File: src/common/rstseq_pkg.sv
// constants, states and reset kinds shared by the reset and power-up sequencer
package rstseq_pkg;

	// ****************************************************************
	// timing
	// ****************************************************************
	localparam int CLK_PERIOD_NS  = 100;
	// shortest external clear pulse that is honoured
	localparam int CLEAR_MIN_NS   = 2000;
	localparam int CLEAR_FILT_CYC = (CLEAR_MIN_NS + CLK_PERIOD_NS - 1) / CLK_PERIOD_NS;
	localparam int FILT_CNT_W     = 8;
	// startup delay, counted in periods of the internal rc oscillator
	localparam int DELAY_MS       = 72;
	localparam int RC_OSC_KHZ     = 32;
	localparam int DELAY_TICKS    = DELAY_MS * RC_OSC_KHZ;
	localparam int SETTLE_CYC     = 1024;
	localparam int CNT_W          = 16;

	// ****************************************************************
	// register map and layout
	// ****************************************************************
	localparam logic [3:0] ADDR_CAUSE  = 4'h0;
	localparam logic [3:0] ADDR_STATUS = 4'h4;
	localparam logic [3:0] ADDR_MASK   = 4'h8;
	localparam int         EVT_W       = 6;
	localparam logic [5:0] MASK_RST    = 6'h00;
	localparam logic [5:0] STATUS_RST  = 6'h00;
	localparam int CAUSE_EXPIRED_BIT   = 0;
	localparam int CAUSE_SLEEP_BIT     = 1;
	localparam int CAUSE_KIND_LSB      = 2;

	// ****************************************************************
	// synchroniser lanes and oscillator modes
	// ****************************************************************
	localparam int SYNC_W         = 4;
	localparam int SYNC_CLEAR_N   = 0;
	localparam int SYNC_SUPPLY_OK = 1;
	localparam int SYNC_DIP       = 2;
	localparam int SYNC_RC        = 3;
	localparam logic [1:0] OSC_RESISTOR_CAP = 2'h3;

	typedef enum logic [1:0] {
		ST_RUN    = 2'h0,
		ST_HOLD   = 2'h1,
		ST_DELAY  = 2'h2,
		ST_SETTLE = 2'h3
	} rstseq_state_t;

	typedef enum logic [2:0] {
		K_NONE        = 3'h0,
		K_POWER_ON    = 3'h1,
		K_CLEAR_RUN   = 3'h2,
		K_CLEAR_SLEEP = 3'h3,
		K_WD_RESET    = 3'h4,
		K_WD_WAKE     = 3'h5,
		K_SUPPLY_DIP  = 3'h6
	} rstseq_kind_t;

endpackage : rstseq_pkg

File: src/rstseq_filter.sv
// glitch filter on the synchronised external clear request
`timescale 1ns/100ps
module rstseq_filter (
	input  wire logic i_clk,
	input  wire logic i_reset,
	input  wire logic i_level,
	output logic      o_level
);

	logic [rstseq_pkg::FILT_CNT_W-1:0] cnt_r;

	// output follows only after the input has differed for the full window
	always_ff @(posedge i_clk or posedge i_reset) begin
		if (i_reset) begin
			cnt_r   <= 8'h00;
			o_level <= 1'b1;
		end else if (i_level == o_level) begin
			cnt_r <= 8'h00;
		end else if (cnt_r == 8'(rstseq_pkg::CLEAR_FILT_CYC - 1)) begin
			cnt_r   <= 8'h00;
			o_level <= i_level;
		end else begin
			cnt_r <= cnt_r + 8'h01;
		end
	end

endmodule : rstseq_filter

File: src/rstseq_sync.sv
// two-flop synchroniser for the asynchronous pin levels
`timescale 1ns/100ps
module rstseq_sync (
	input  wire logic                           i_clk,
	input  wire logic                           i_reset,
	input  wire logic [rstseq_pkg::SYNC_W-1:0]  i_async,
	output logic      [rstseq_pkg::SYNC_W-1:0]  o_sync
);

	logic [rstseq_pkg::SYNC_W-1:0] meta_r;

	// first stage is read only by the second
	always_ff @(posedge i_clk or posedge i_reset) begin
		if (i_reset) begin
			meta_r <= 4'h0;
			o_sync <= 4'h0;
		end else begin
			meta_r <= i_async;
			o_sync <= meta_r;
		end
	end

endmodule : rstseq_sync

File: src/rstseq_top.sv
// reset classification, power-up sequencing and divided clock output
`timescale 1ns/100ps
module rstseq_top #(
	parameter int p_delay_ticks = rstseq_pkg::DELAY_TICKS
) (
	input  wire logic       i_clk,
	input  wire logic       i_reset,
	input  wire logic       i_external_clear_pin_n,
	input  wire logic       i_supply_ok,
	input  wire logic       i_supply_dip,
	input  wire logic       i_rc_osc,
	input  wire logic       i_watchdog_timeout,
	input  wire logic       i_sleeping,
	input  wire logic       i_delay_timer_disable_fuse,
	input  wire logic       i_supply_dip_enable_fuse,
	input  wire logic [1:0] i_osc_mode,
	input  wire logic [3:0] i_addr,
	input  wire logic [7:0] i_wdata,
	input  wire logic       i_wr,
	input  wire logic       i_rd,
	output logic      [7:0] o_rdata,
	output logic            o_chip_reset,
	output logic            o_reg_reset,
	output logic            o_power_on_reset,
	output logic      [2:0] o_reset_kind,
	output logic            o_watchdog_expired_flag,
	output logic            o_sleep_entered_flag,
	output logic            o_divided_clock_output,
	output logic            o_irq
);

	// ****************************************************************
	// helpers
	// ****************************************************************

	// crystal and resonator modes need the oscillator settle count
	function automatic logic is_crystal(input logic [1:0] mode);
		is_crystal = (mode != rstseq_pkg::OSC_RESISTOR_CAP);
	endfunction : is_crystal

	// one status bit per reset kind, kind 1 on bit 0
	function automatic logic [5:0] kind_bit(input logic [2:0] kind);
		logic [5:0] v;
		v = 6'h00;
		if (kind != 3'h0)
			v[kind - 3'h1] = 1'b1;
		kind_bit = v;
	endfunction : kind_bit

	// ****************************************************************
	// pin synchronisation and clear filter
	// ****************************************************************
	logic [rstseq_pkg::SYNC_W-1:0] sync_s;
	logic                          clear_f;

	rstseq_sync u_sync (
		.i_clk   (i_clk),
		.i_reset (i_reset),
		.i_async ({i_rc_osc, i_supply_dip, i_supply_ok, i_external_clear_pin_n}),
		.o_sync  (sync_s)
	);

	rstseq_filter u_filter (
		.i_clk   (i_clk),
		.i_reset (i_reset),
		.i_level (~sync_s[rstseq_pkg::SYNC_CLEAR_N]),
		.o_level (clear_f)
	);

	// ****************************************************************
	// event detection
	// ****************************************************************
	logic ok_s;
	logic rc_s;
	logic dip_en;
	logic dip_hold;
	logic por_hold;
	logic delay_en;
	logic crystal;
	logic ok_d_r;
	logic rc_d_r;
	logic dip_d_r;
	logic clear_d_r;
	logic first_r;
	logic ev_por;
	logic ev_dip;
	logic ev_clear;
	logic rc_tick;
	logic wd_wake;

	assign ok_s     = sync_s[rstseq_pkg::SYNC_SUPPLY_OK];
	assign rc_s     = sync_s[rstseq_pkg::SYNC_RC];
	assign dip_en   = i_supply_dip_enable_fuse;
	assign dip_hold = dip_en & sync_s[rstseq_pkg::SYNC_DIP];
	// only the first climb of the supply is held; a later drop is ignored
	assign por_hold = first_r & ~ok_s;
	assign delay_en = ~i_delay_timer_disable_fuse | dip_en;
	assign crystal  = is_crystal(i_osc_mode);
	assign ev_por   = ok_s & ~ok_d_r;
	assign ev_dip   = dip_hold & ~dip_d_r;
	assign ev_clear = clear_f & ~clear_d_r;
	assign rc_tick  = rc_s & ~rc_d_r;
	assign wd_wake  = i_watchdog_timeout & i_sleeping;

	// previous values for edge detection
	always_ff @(posedge i_clk or posedge i_reset) begin
		if (i_reset) begin
			ok_d_r    <= 1'b0;
			rc_d_r    <= 1'b0;
			dip_d_r   <= 1'b0;
			clear_d_r <= 1'b1; // filter leaves reset asserted, so no false clear edge
		end else begin
			ok_d_r    <= ok_s;
			rc_d_r    <= rc_s;
			dip_d_r   <= dip_hold;
			clear_d_r <= clear_f;
		end
	end

	// first power-up marker, cleared once the supply is good
	always_ff @(posedge i_clk or posedge i_reset) begin
		if (i_reset)
			first_r <= 1'b1;
		else if (ok_s)
			first_r <= 1'b0;
	end

	// ****************************************************************
	// reset kind of this cycle
	// ****************************************************************
	rstseq_pkg::rstseq_kind_t kind_now;

	// dip outranks power-on, which outranks clear and watchdog
	always_comb begin
		kind_now = rstseq_pkg::K_NONE;
		if (ev_dip)
			kind_now = rstseq_pkg::K_SUPPLY_DIP;
		else if (ev_por)
			kind_now = rstseq_pkg::K_POWER_ON;
		else if (ev_clear)
			kind_now = i_sleeping ? rstseq_pkg::K_CLEAR_SLEEP : rstseq_pkg::K_CLEAR_RUN;
		else if (i_watchdog_timeout)
			kind_now = i_sleeping ? rstseq_pkg::K_WD_WAKE : rstseq_pkg::K_WD_RESET;
	end

	// ****************************************************************
	// startup delay and oscillator settle sequencer
	// ****************************************************************
	rstseq_pkg::rstseq_state_t state_r;
	rstseq_pkg::rstseq_kind_t  seq_kind_r;
	logic [rstseq_pkg::CNT_W-1:0] cnt_r;
	logic settle_req;

	// settle follows a power-on or a wake, never a dip
	assign settle_req = crystal & (seq_kind_r != rstseq_pkg::K_SUPPLY_DIP);

	always_ff @(posedge i_clk or posedge i_reset) begin
		if (i_reset) begin
			state_r    <= rstseq_pkg::ST_HOLD;
			seq_kind_r <= rstseq_pkg::K_POWER_ON;
			cnt_r      <= 16'h0000;
		end else if (dip_hold) begin
			// a dip at any point throws the sequence back to the start
			state_r    <= rstseq_pkg::ST_HOLD;
			seq_kind_r <= rstseq_pkg::K_SUPPLY_DIP;
			cnt_r      <= 16'h0000;
		end else if (por_hold || (ev_por && state_r == rstseq_pkg::ST_RUN)) begin
			state_r    <= rstseq_pkg::ST_HOLD;
			seq_kind_r <= rstseq_pkg::K_POWER_ON;
			cnt_r      <= 16'h0000;
		end else begin
			case (state_r)
				rstseq_pkg::ST_HOLD: begin
					cnt_r <= 16'h0000;
					if (delay_en)
						state_r <= rstseq_pkg::ST_DELAY;
					else if (settle_req)
						state_r <= rstseq_pkg::ST_SETTLE;
					else
						state_r <= rstseq_pkg::ST_RUN;
				end
				rstseq_pkg::ST_DELAY: begin
					if (rc_tick && cnt_r == 16'(p_delay_ticks - 1)) begin
						cnt_r   <= 16'h0000;
						state_r <= settle_req ? rstseq_pkg::ST_SETTLE : rstseq_pkg::ST_RUN;
					end else if (rc_tick) begin
						cnt_r <= cnt_r + 16'h0001;
					end
				end
				rstseq_pkg::ST_SETTLE: begin
					if (cnt_r == 16'(rstseq_pkg::SETTLE_CYC - 1)) begin
						cnt_r   <= 16'h0000;
						state_r <= rstseq_pkg::ST_RUN;
					end else begin
						cnt_r <= cnt_r + 16'h0001;
					end
				end
				rstseq_pkg::ST_RUN: begin
					cnt_r <= 16'h0000;
					// a wake in a crystal mode waits for the oscillator again
					if (wd_wake && crystal) begin
						state_r    <= rstseq_pkg::ST_SETTLE;
						seq_kind_r <= rstseq_pkg::K_WD_WAKE;
					end
				end
				default: begin
					state_r <= rstseq_pkg::ST_HOLD;
					cnt_r   <= 16'h0000;
				end
			endcase
		end
	end

	// ****************************************************************
	// reset outputs
	// ****************************************************************
	logic seq_active;
	logic wd_rst_r;

	assign seq_active = (state_r != rstseq_pkg::ST_RUN);

	// watchdog reset in normal operation lasts as long as the timeout input, one cycle late
	always_ff @(posedge i_clk or posedge i_reset) begin
		if (i_reset)
			wd_rst_r <= 1'b0;
		else
			wd_rst_r <= i_watchdog_timeout & ~i_sleeping;
	end

	// registered so release always lands on a clock edge
	always_ff @(posedge i_clk or posedge i_reset) begin
		if (i_reset) begin
			o_chip_reset     <= 1'b1;
			o_reg_reset      <= 1'b1;
			o_power_on_reset <= 1'b1;
		end else begin
			o_chip_reset     <= por_hold | dip_hold | seq_active | clear_f | wd_rst_r;
			o_reg_reset      <= por_hold | dip_hold | clear_f | wd_rst_r
			                  | (seq_active & (seq_kind_r != rstseq_pkg::K_WD_WAKE));
			o_power_on_reset <= por_hold
			                  | (seq_active & (seq_kind_r == rstseq_pkg::K_POWER_ON));
		end
	end

	// ****************************************************************
	// reset cause flags
	// ****************************************************************
	always_ff @(posedge i_clk or posedge i_reset) begin
		if (i_reset) begin
			o_watchdog_expired_flag <= 1'b1;
			o_sleep_entered_flag    <= 1'b1;
			o_reset_kind            <= rstseq_pkg::K_POWER_ON;
		end else begin
			if (kind_now != rstseq_pkg::K_NONE)
				o_reset_kind <= kind_now;
			case (kind_now)
				rstseq_pkg::K_POWER_ON: begin
					o_watchdog_expired_flag <= 1'b1;
					o_sleep_entered_flag    <= 1'b1;
				end
				rstseq_pkg::K_WD_RESET: begin
					o_watchdog_expired_flag <= 1'b0;
				end
				rstseq_pkg::K_WD_WAKE: begin
					o_watchdog_expired_flag <= 1'b0;
					o_sleep_entered_flag    <= 1'b0;
				end
				rstseq_pkg::K_CLEAR_SLEEP: begin
					o_watchdog_expired_flag <= 1'b1;
					o_sleep_entered_flag    <= 1'b0;
				end
				default: begin
					// clear while running and dip leave both flags as they were
				end
			endcase
		end
	end

	// ****************************************************************
	// divided clock output
	// ****************************************************************
	logic [1:0] phase_r;
	logic [1:0] phase_nxt;

	assign phase_nxt = phase_r + 2'h1;

	// phase restarts with the chip so the output lines up with the cycle
	always_ff @(posedge i_clk or posedge i_reset) begin
		if (i_reset) begin
			phase_r                <= 2'h0;
			o_divided_clock_output <= 1'b0;
		end else if (o_chip_reset) begin
			phase_r                <= 2'h0;
			o_divided_clock_output <= 1'b0;
		end else begin
			phase_r                <= phase_nxt;
			o_divided_clock_output <= ~crystal & phase_nxt[1];
		end
	end

	// ****************************************************************
	// register port and interrupt
	// ****************************************************************
	logic [5:0] status_r;
	logic [5:0] mask_r;
	logic [5:0] clr_bits;

	assign clr_bits = (i_wr && i_addr == rstseq_pkg::ADDR_STATUS) ? i_wdata[5:0] : 6'h00;

	// a new event wins over a write-one-to-clear in the same cycle
	always_ff @(posedge i_clk or posedge i_reset) begin
		if (i_reset)
			status_r <= rstseq_pkg::STATUS_RST;
		else
			status_r <= (status_r & ~clr_bits) | kind_bit(kind_now);
	end

	always_ff @(posedge i_clk or posedge i_reset) begin
		if (i_reset)
			mask_r <= rstseq_pkg::MASK_RST;
		else if (i_wr && i_addr == rstseq_pkg::ADDR_MASK)
			mask_r <= i_wdata[5:0];
	end

	always_ff @(posedge i_clk or posedge i_reset) begin
		if (i_reset)
			o_irq <= 1'b0;
		else
			o_irq <= |(status_r & mask_r);
	end

	// read data one cycle after the strobe, zero otherwise and when unmapped
	always_ff @(posedge i_clk or posedge i_reset) begin
		if (i_reset) begin
			o_rdata <= 8'h00;
		end else if (i_rd) begin
			case (i_addr)
				rstseq_pkg::ADDR_CAUSE:  o_rdata <= {3'h0, o_reset_kind, o_sleep_entered_flag,
				                                     o_watchdog_expired_flag};
				rstseq_pkg::ADDR_STATUS: o_rdata <= {2'h0, status_r};
				rstseq_pkg::ADDR_MASK:   o_rdata <= {2'h0, mask_r};
				default:                 o_rdata <= 8'h00;
			endcase
		end else begin
			o_rdata <= 8'h00;
		end
	end

endmodule : rstseq_top

File: config.mk
export PLATFORM = sky130hd
export DESIGN_NAME = rstseq_top
export DESIGN_NICKNAME = d
export VERILOG_FILES = /design/src/common/rstseq_pkg.sv /design/src/rstseq_filter.sv /design/src/rstseq_sync.sv /design/src/rstseq_top.sv
export SDC_FILE = /design/constraint.sdc
export NUM_CORES = 1
export LEC_CHECK = 0
export BUFFER_PORTS_ARGS = -buffer_cell sky130_fd_sc_hd__buf_2
export CORE_MARGIN = 2
export CORE_UTILIZATION = 30
export DETAILED_ROUTE_END_ITERATION = 10
export PLACE_DENSITY = 0.54
export SLEW_MARGIN = 15
export SYNTH_ARGS = -nofsm -noshare
export SYNTH_HDL_FRONTEND = slang
export SYNTH_SLANG_ARGS = --single-unit
File: constraint.sdc
create_clock -name i_clk -period 3.7 [get_ports i_clk]
set_input_delay 0.74 -clock i_clk [delete_from_list [all_inputs] [get_ports i_clk]]
set_output_delay 0.74 -clock i_clk [all_outputs]
set_load 0.01 [all_outputs]
==> flow_summary_export.csv <==
group,metric,value,unit
status,status,"completed",
routing,drt_iter0_markers,41,
clock_tree,root_buffer,"clkbuf_16",
global_routing,grt_use_total,12.8,%
global_routing,grt_pass1_wl,12.0,mm
placement,place.gp.congestion,0.779,
power_and_ir_drop,p_leak,1.84,nW
yosys,syn_inst,330,
die,core_area,10900,um2
global_routing,antenna_found_initial,0,
power_and_ir_drop,power,2.37,mW
routing,firstDrtPassIters,4,
die,initial_core_util,31.0,%
sta,setup_violations,0,
yosys,ys.flop_type,"dfrtp_1",
die,io_pins,44,
critical_path,cp_data_required_time,3960,ps
flow_run,maxCapViolCount,0,
hold_path,min_from,"u_sync.meta_r[2]$_DFF_PP0_",
yosys,synth_top_area_cell,"dfrtp_1",
clock_tree,clk_pin_slew,60,ps
clock_tree,cts_resized,0,
routing,vias,2522,
clock_tree,cts_setup_buffers,0,
yosys,synth_area,3390,um2
placement,dp_cells,503,
yosys,synth_commonest_cells,"dfrtp_1 (63), nor2_1 (42), nand2_1 (37)",
clock_tree,numCtsBuffers,9,
global_routing,grt_pass1_vias,2483,
finish,antenna_cells,0,
power_and_ir_drop,irDropWorstVdd,0.000307,V
routing,vias_per_cell,4.86,
clock_tree,clk_latency,330,ps
sta,fin_crit,2220,ps
sta,maxSlewHeadroom,39.4,%
critical_path,cp.arrival,2480,ps
die,fp.dieW,110,um
clock_tree,cts_hold_repair.buffers,0,
die,die_area,12200,um2
finish,multiInputGateArea,1430,um2
sta,rsz0062_at_grt,"no",
routing,drc,0,
finish,fin_nets,404,
sta,hold_ws,349,ps
clock_tree,cts_tree,"built",
critical_path,reg2reg_slack,1480,ps
placement,hpwl,4.94,mm
yosys,ys_seq_area_share,55.1,%
yosys,synth.area.top_cells,"dfrtp_1 (47%), dfstp_2 (8.5%), nor2_1 (4.7%)",
sta,slew_violations,0,
critical_path,cp-start-kind,"flip-flop",
finish,synthToLayoutAreaGrowth,19.7,%
finish,ff_latch_area,1870,um2
routing,wl,6.94,mm
sta,clock.fmax,450,MHz
die,num_rows,38,
placement,port-buffer-count,39,
finish,fin_util,37.1,%
routing,postRouteAntennaNets,0,
yosys,synth.most_common_cell,"dfrtp_1",
finish,final_layout_size_suffix_gt1_share,22.7,%
critical_path,critPathLaunch,"u_filter.o_level$_DFFE_PP1P_",
critical_path,end_kind,"flip-flop",
global_routing,overflow,0,
power_and_ir_drop,powerDensity,584,nW/um2
yosys,yosysWarningCount,0,
hold_path,hold_path_class,"reg2reg",
yosys,synth_edf_count,0,
routing,wl_per_cell,13.4,um
sta,fin_crit_sh,60.1,%
sta,worst_pin_slew,909,ps
finish,fillers,1135,
clock_tree,htreeDepth,3,
yosys,synthArstFlopShare,100,%
critical_path,reg2reg_from,"u_filter.o_level$_DFFE_PP1P_",
clock_tree,cts_max_path_buffers,2,
critical_path,cp_max_fo,6,
sta,hold_viol,0,
finish,fin_cells,519,
yosys,netlist.area_leader.share,46.5,%
yosys,synth.distinct_cells,52,
yosys,synth.avg_cell_area,10.3,um2
global_routing,grt_max_degree,75,
sta,finClkSkew,7.16,ps
critical_path,path_class,"reg2reg",
die,fp.dieH,110,um
clock_tree,cts.sinks,74,
yosys,ys_seq_elements,74,
sta,tns,0,ps
-- through the flow --
stage / setup WS, ps / instance area (um2)
3_5_place_dp: 1220 / 3710
6_report: 1480 / 4060
2_1_floorplan: 1100 / 3390
3_3_place_gp: 1230 / 3710
4_1_cts: 1440 / 4060
5_1_grt: 1170 / 4060
-- sequential cells by signal, summed over array words and instances, names as in the netlist, 2 cells and up --
name / count
cnt_r: 16
u_filter.cnt_r: 8
mask_r: 6
o_rdata: 6
status_r: 6
u_sync.meta_r: 4
u_sync.o_sync: 4
o_reset_kind: 3
seq_kind_r: 3
phase_r: 2
state_r: 2
-- logic make-up after synthesis --
logic type	count (synthesis)	share of synthesized area, %
buffers and inverters	19	2.92
AOI/OAI and AO/OA	57	10.8
other	1	0.111
and+or+nand+nor	147	21.7
DFF	74	55.1
muxes	11	3.47
xor gates and xnor gates	17	4.39
adders and majority gates	4	1.48
-- layout make-up --
class,count,share of cell area (%)
multi-input cells,238,35.2
well taps,140,4.32
clock buffers,10,5.65
flip-flops and latches,74,46.0
clock inverters,6,2.81
repair buffers,40,5.00
inverters,11,1.02
-- path summary, 6_finish.rpt --
kind,to,cells past startpoint
setup / recovery,status_r[5]$_DFF_PP0_,9
hold / removal,u_sync.o_sync[2]$_DFF_PP0_,0
setup reg to reg,status_r[5]$_DFF_PP0_,9
hold reg to reg,u_sync.o_sync[2]$_DFF_PP0_,0
max in group asynchronous,cnt_r[11]$_DFFE_PP0P_,3
min in group asynchronous,u_filter.cnt_r[6]$_DFF_PP0_,3
-- worst max-delay path: stages, from the launching register on --
cell,delay (ps)
dfstp_2,570
nor2b_1,350
o21ai_0,210
nand2_1,120
nand2_1,90
ha_1,230
o31ai_1,90
a31oi_1,170
nand2b_1,180
o21ai_0,130
-- metal layers --
| layer | vias to the layer above | GRT usage [%] | routed length [um] |
|---|---|---|---|
| li1 | 1248 | - | - |
| met5 | - | 0 | 0 |
| met4 | 0 | 4.73 | 82 |
| met2 | 48 | 20.4 | 3250 |
| met1 | 1218 | 16.4 | 3260 |
| met3 | 8 | 3.94 | 337 |
-- placed cells by master (no fill, tap or decap), types with 3 or more instances in the layout --
| master | count |
|---|---|
| bufinv_16 | 3 |
| nand3_1 | 13 |
| mux2i_1 | 5 |
| xnor2_1 | 6 |
| a21oi_1 | 14 |
| or2_2 | 3 |
| a22oi_1 | 5 |
| nor3_1 | 5 |
| a31oi_1 | 5 |
| and3_1 | 6 |
| ha_1 | 4 |
| or4_1 | 3 |
| o21a_1 | 3 |
| inv_1 | 10 |
| dfstp_2 | 11 |
| nor2b_1 | 5 |
| nand2b_1 | 4 |
| buf_2 | 39 |
| mux2_2 | 6 |
| or3_1 | 4 |
| xor2_1 | 11 |
| nand4_1 | 10 |
| o21ai_0 | 15 |
| nand2_1 | 37 |
| o31ai_1 | 3 |
| nor2_1 | 42 |
| clkbuf_16 | 9 |
| dfrtp_1 | 63 |
-- where the power goes --
group          switching (mW)  leakage [nW]  internal, mW
Sequential             0.0921         0.913         0.922
Combinational           0.202         0.768         0.154
Clock                   0.335         0.159         0.661
Total                   0.629          1.84          1.74
Power figures use the tool's default switching activity.
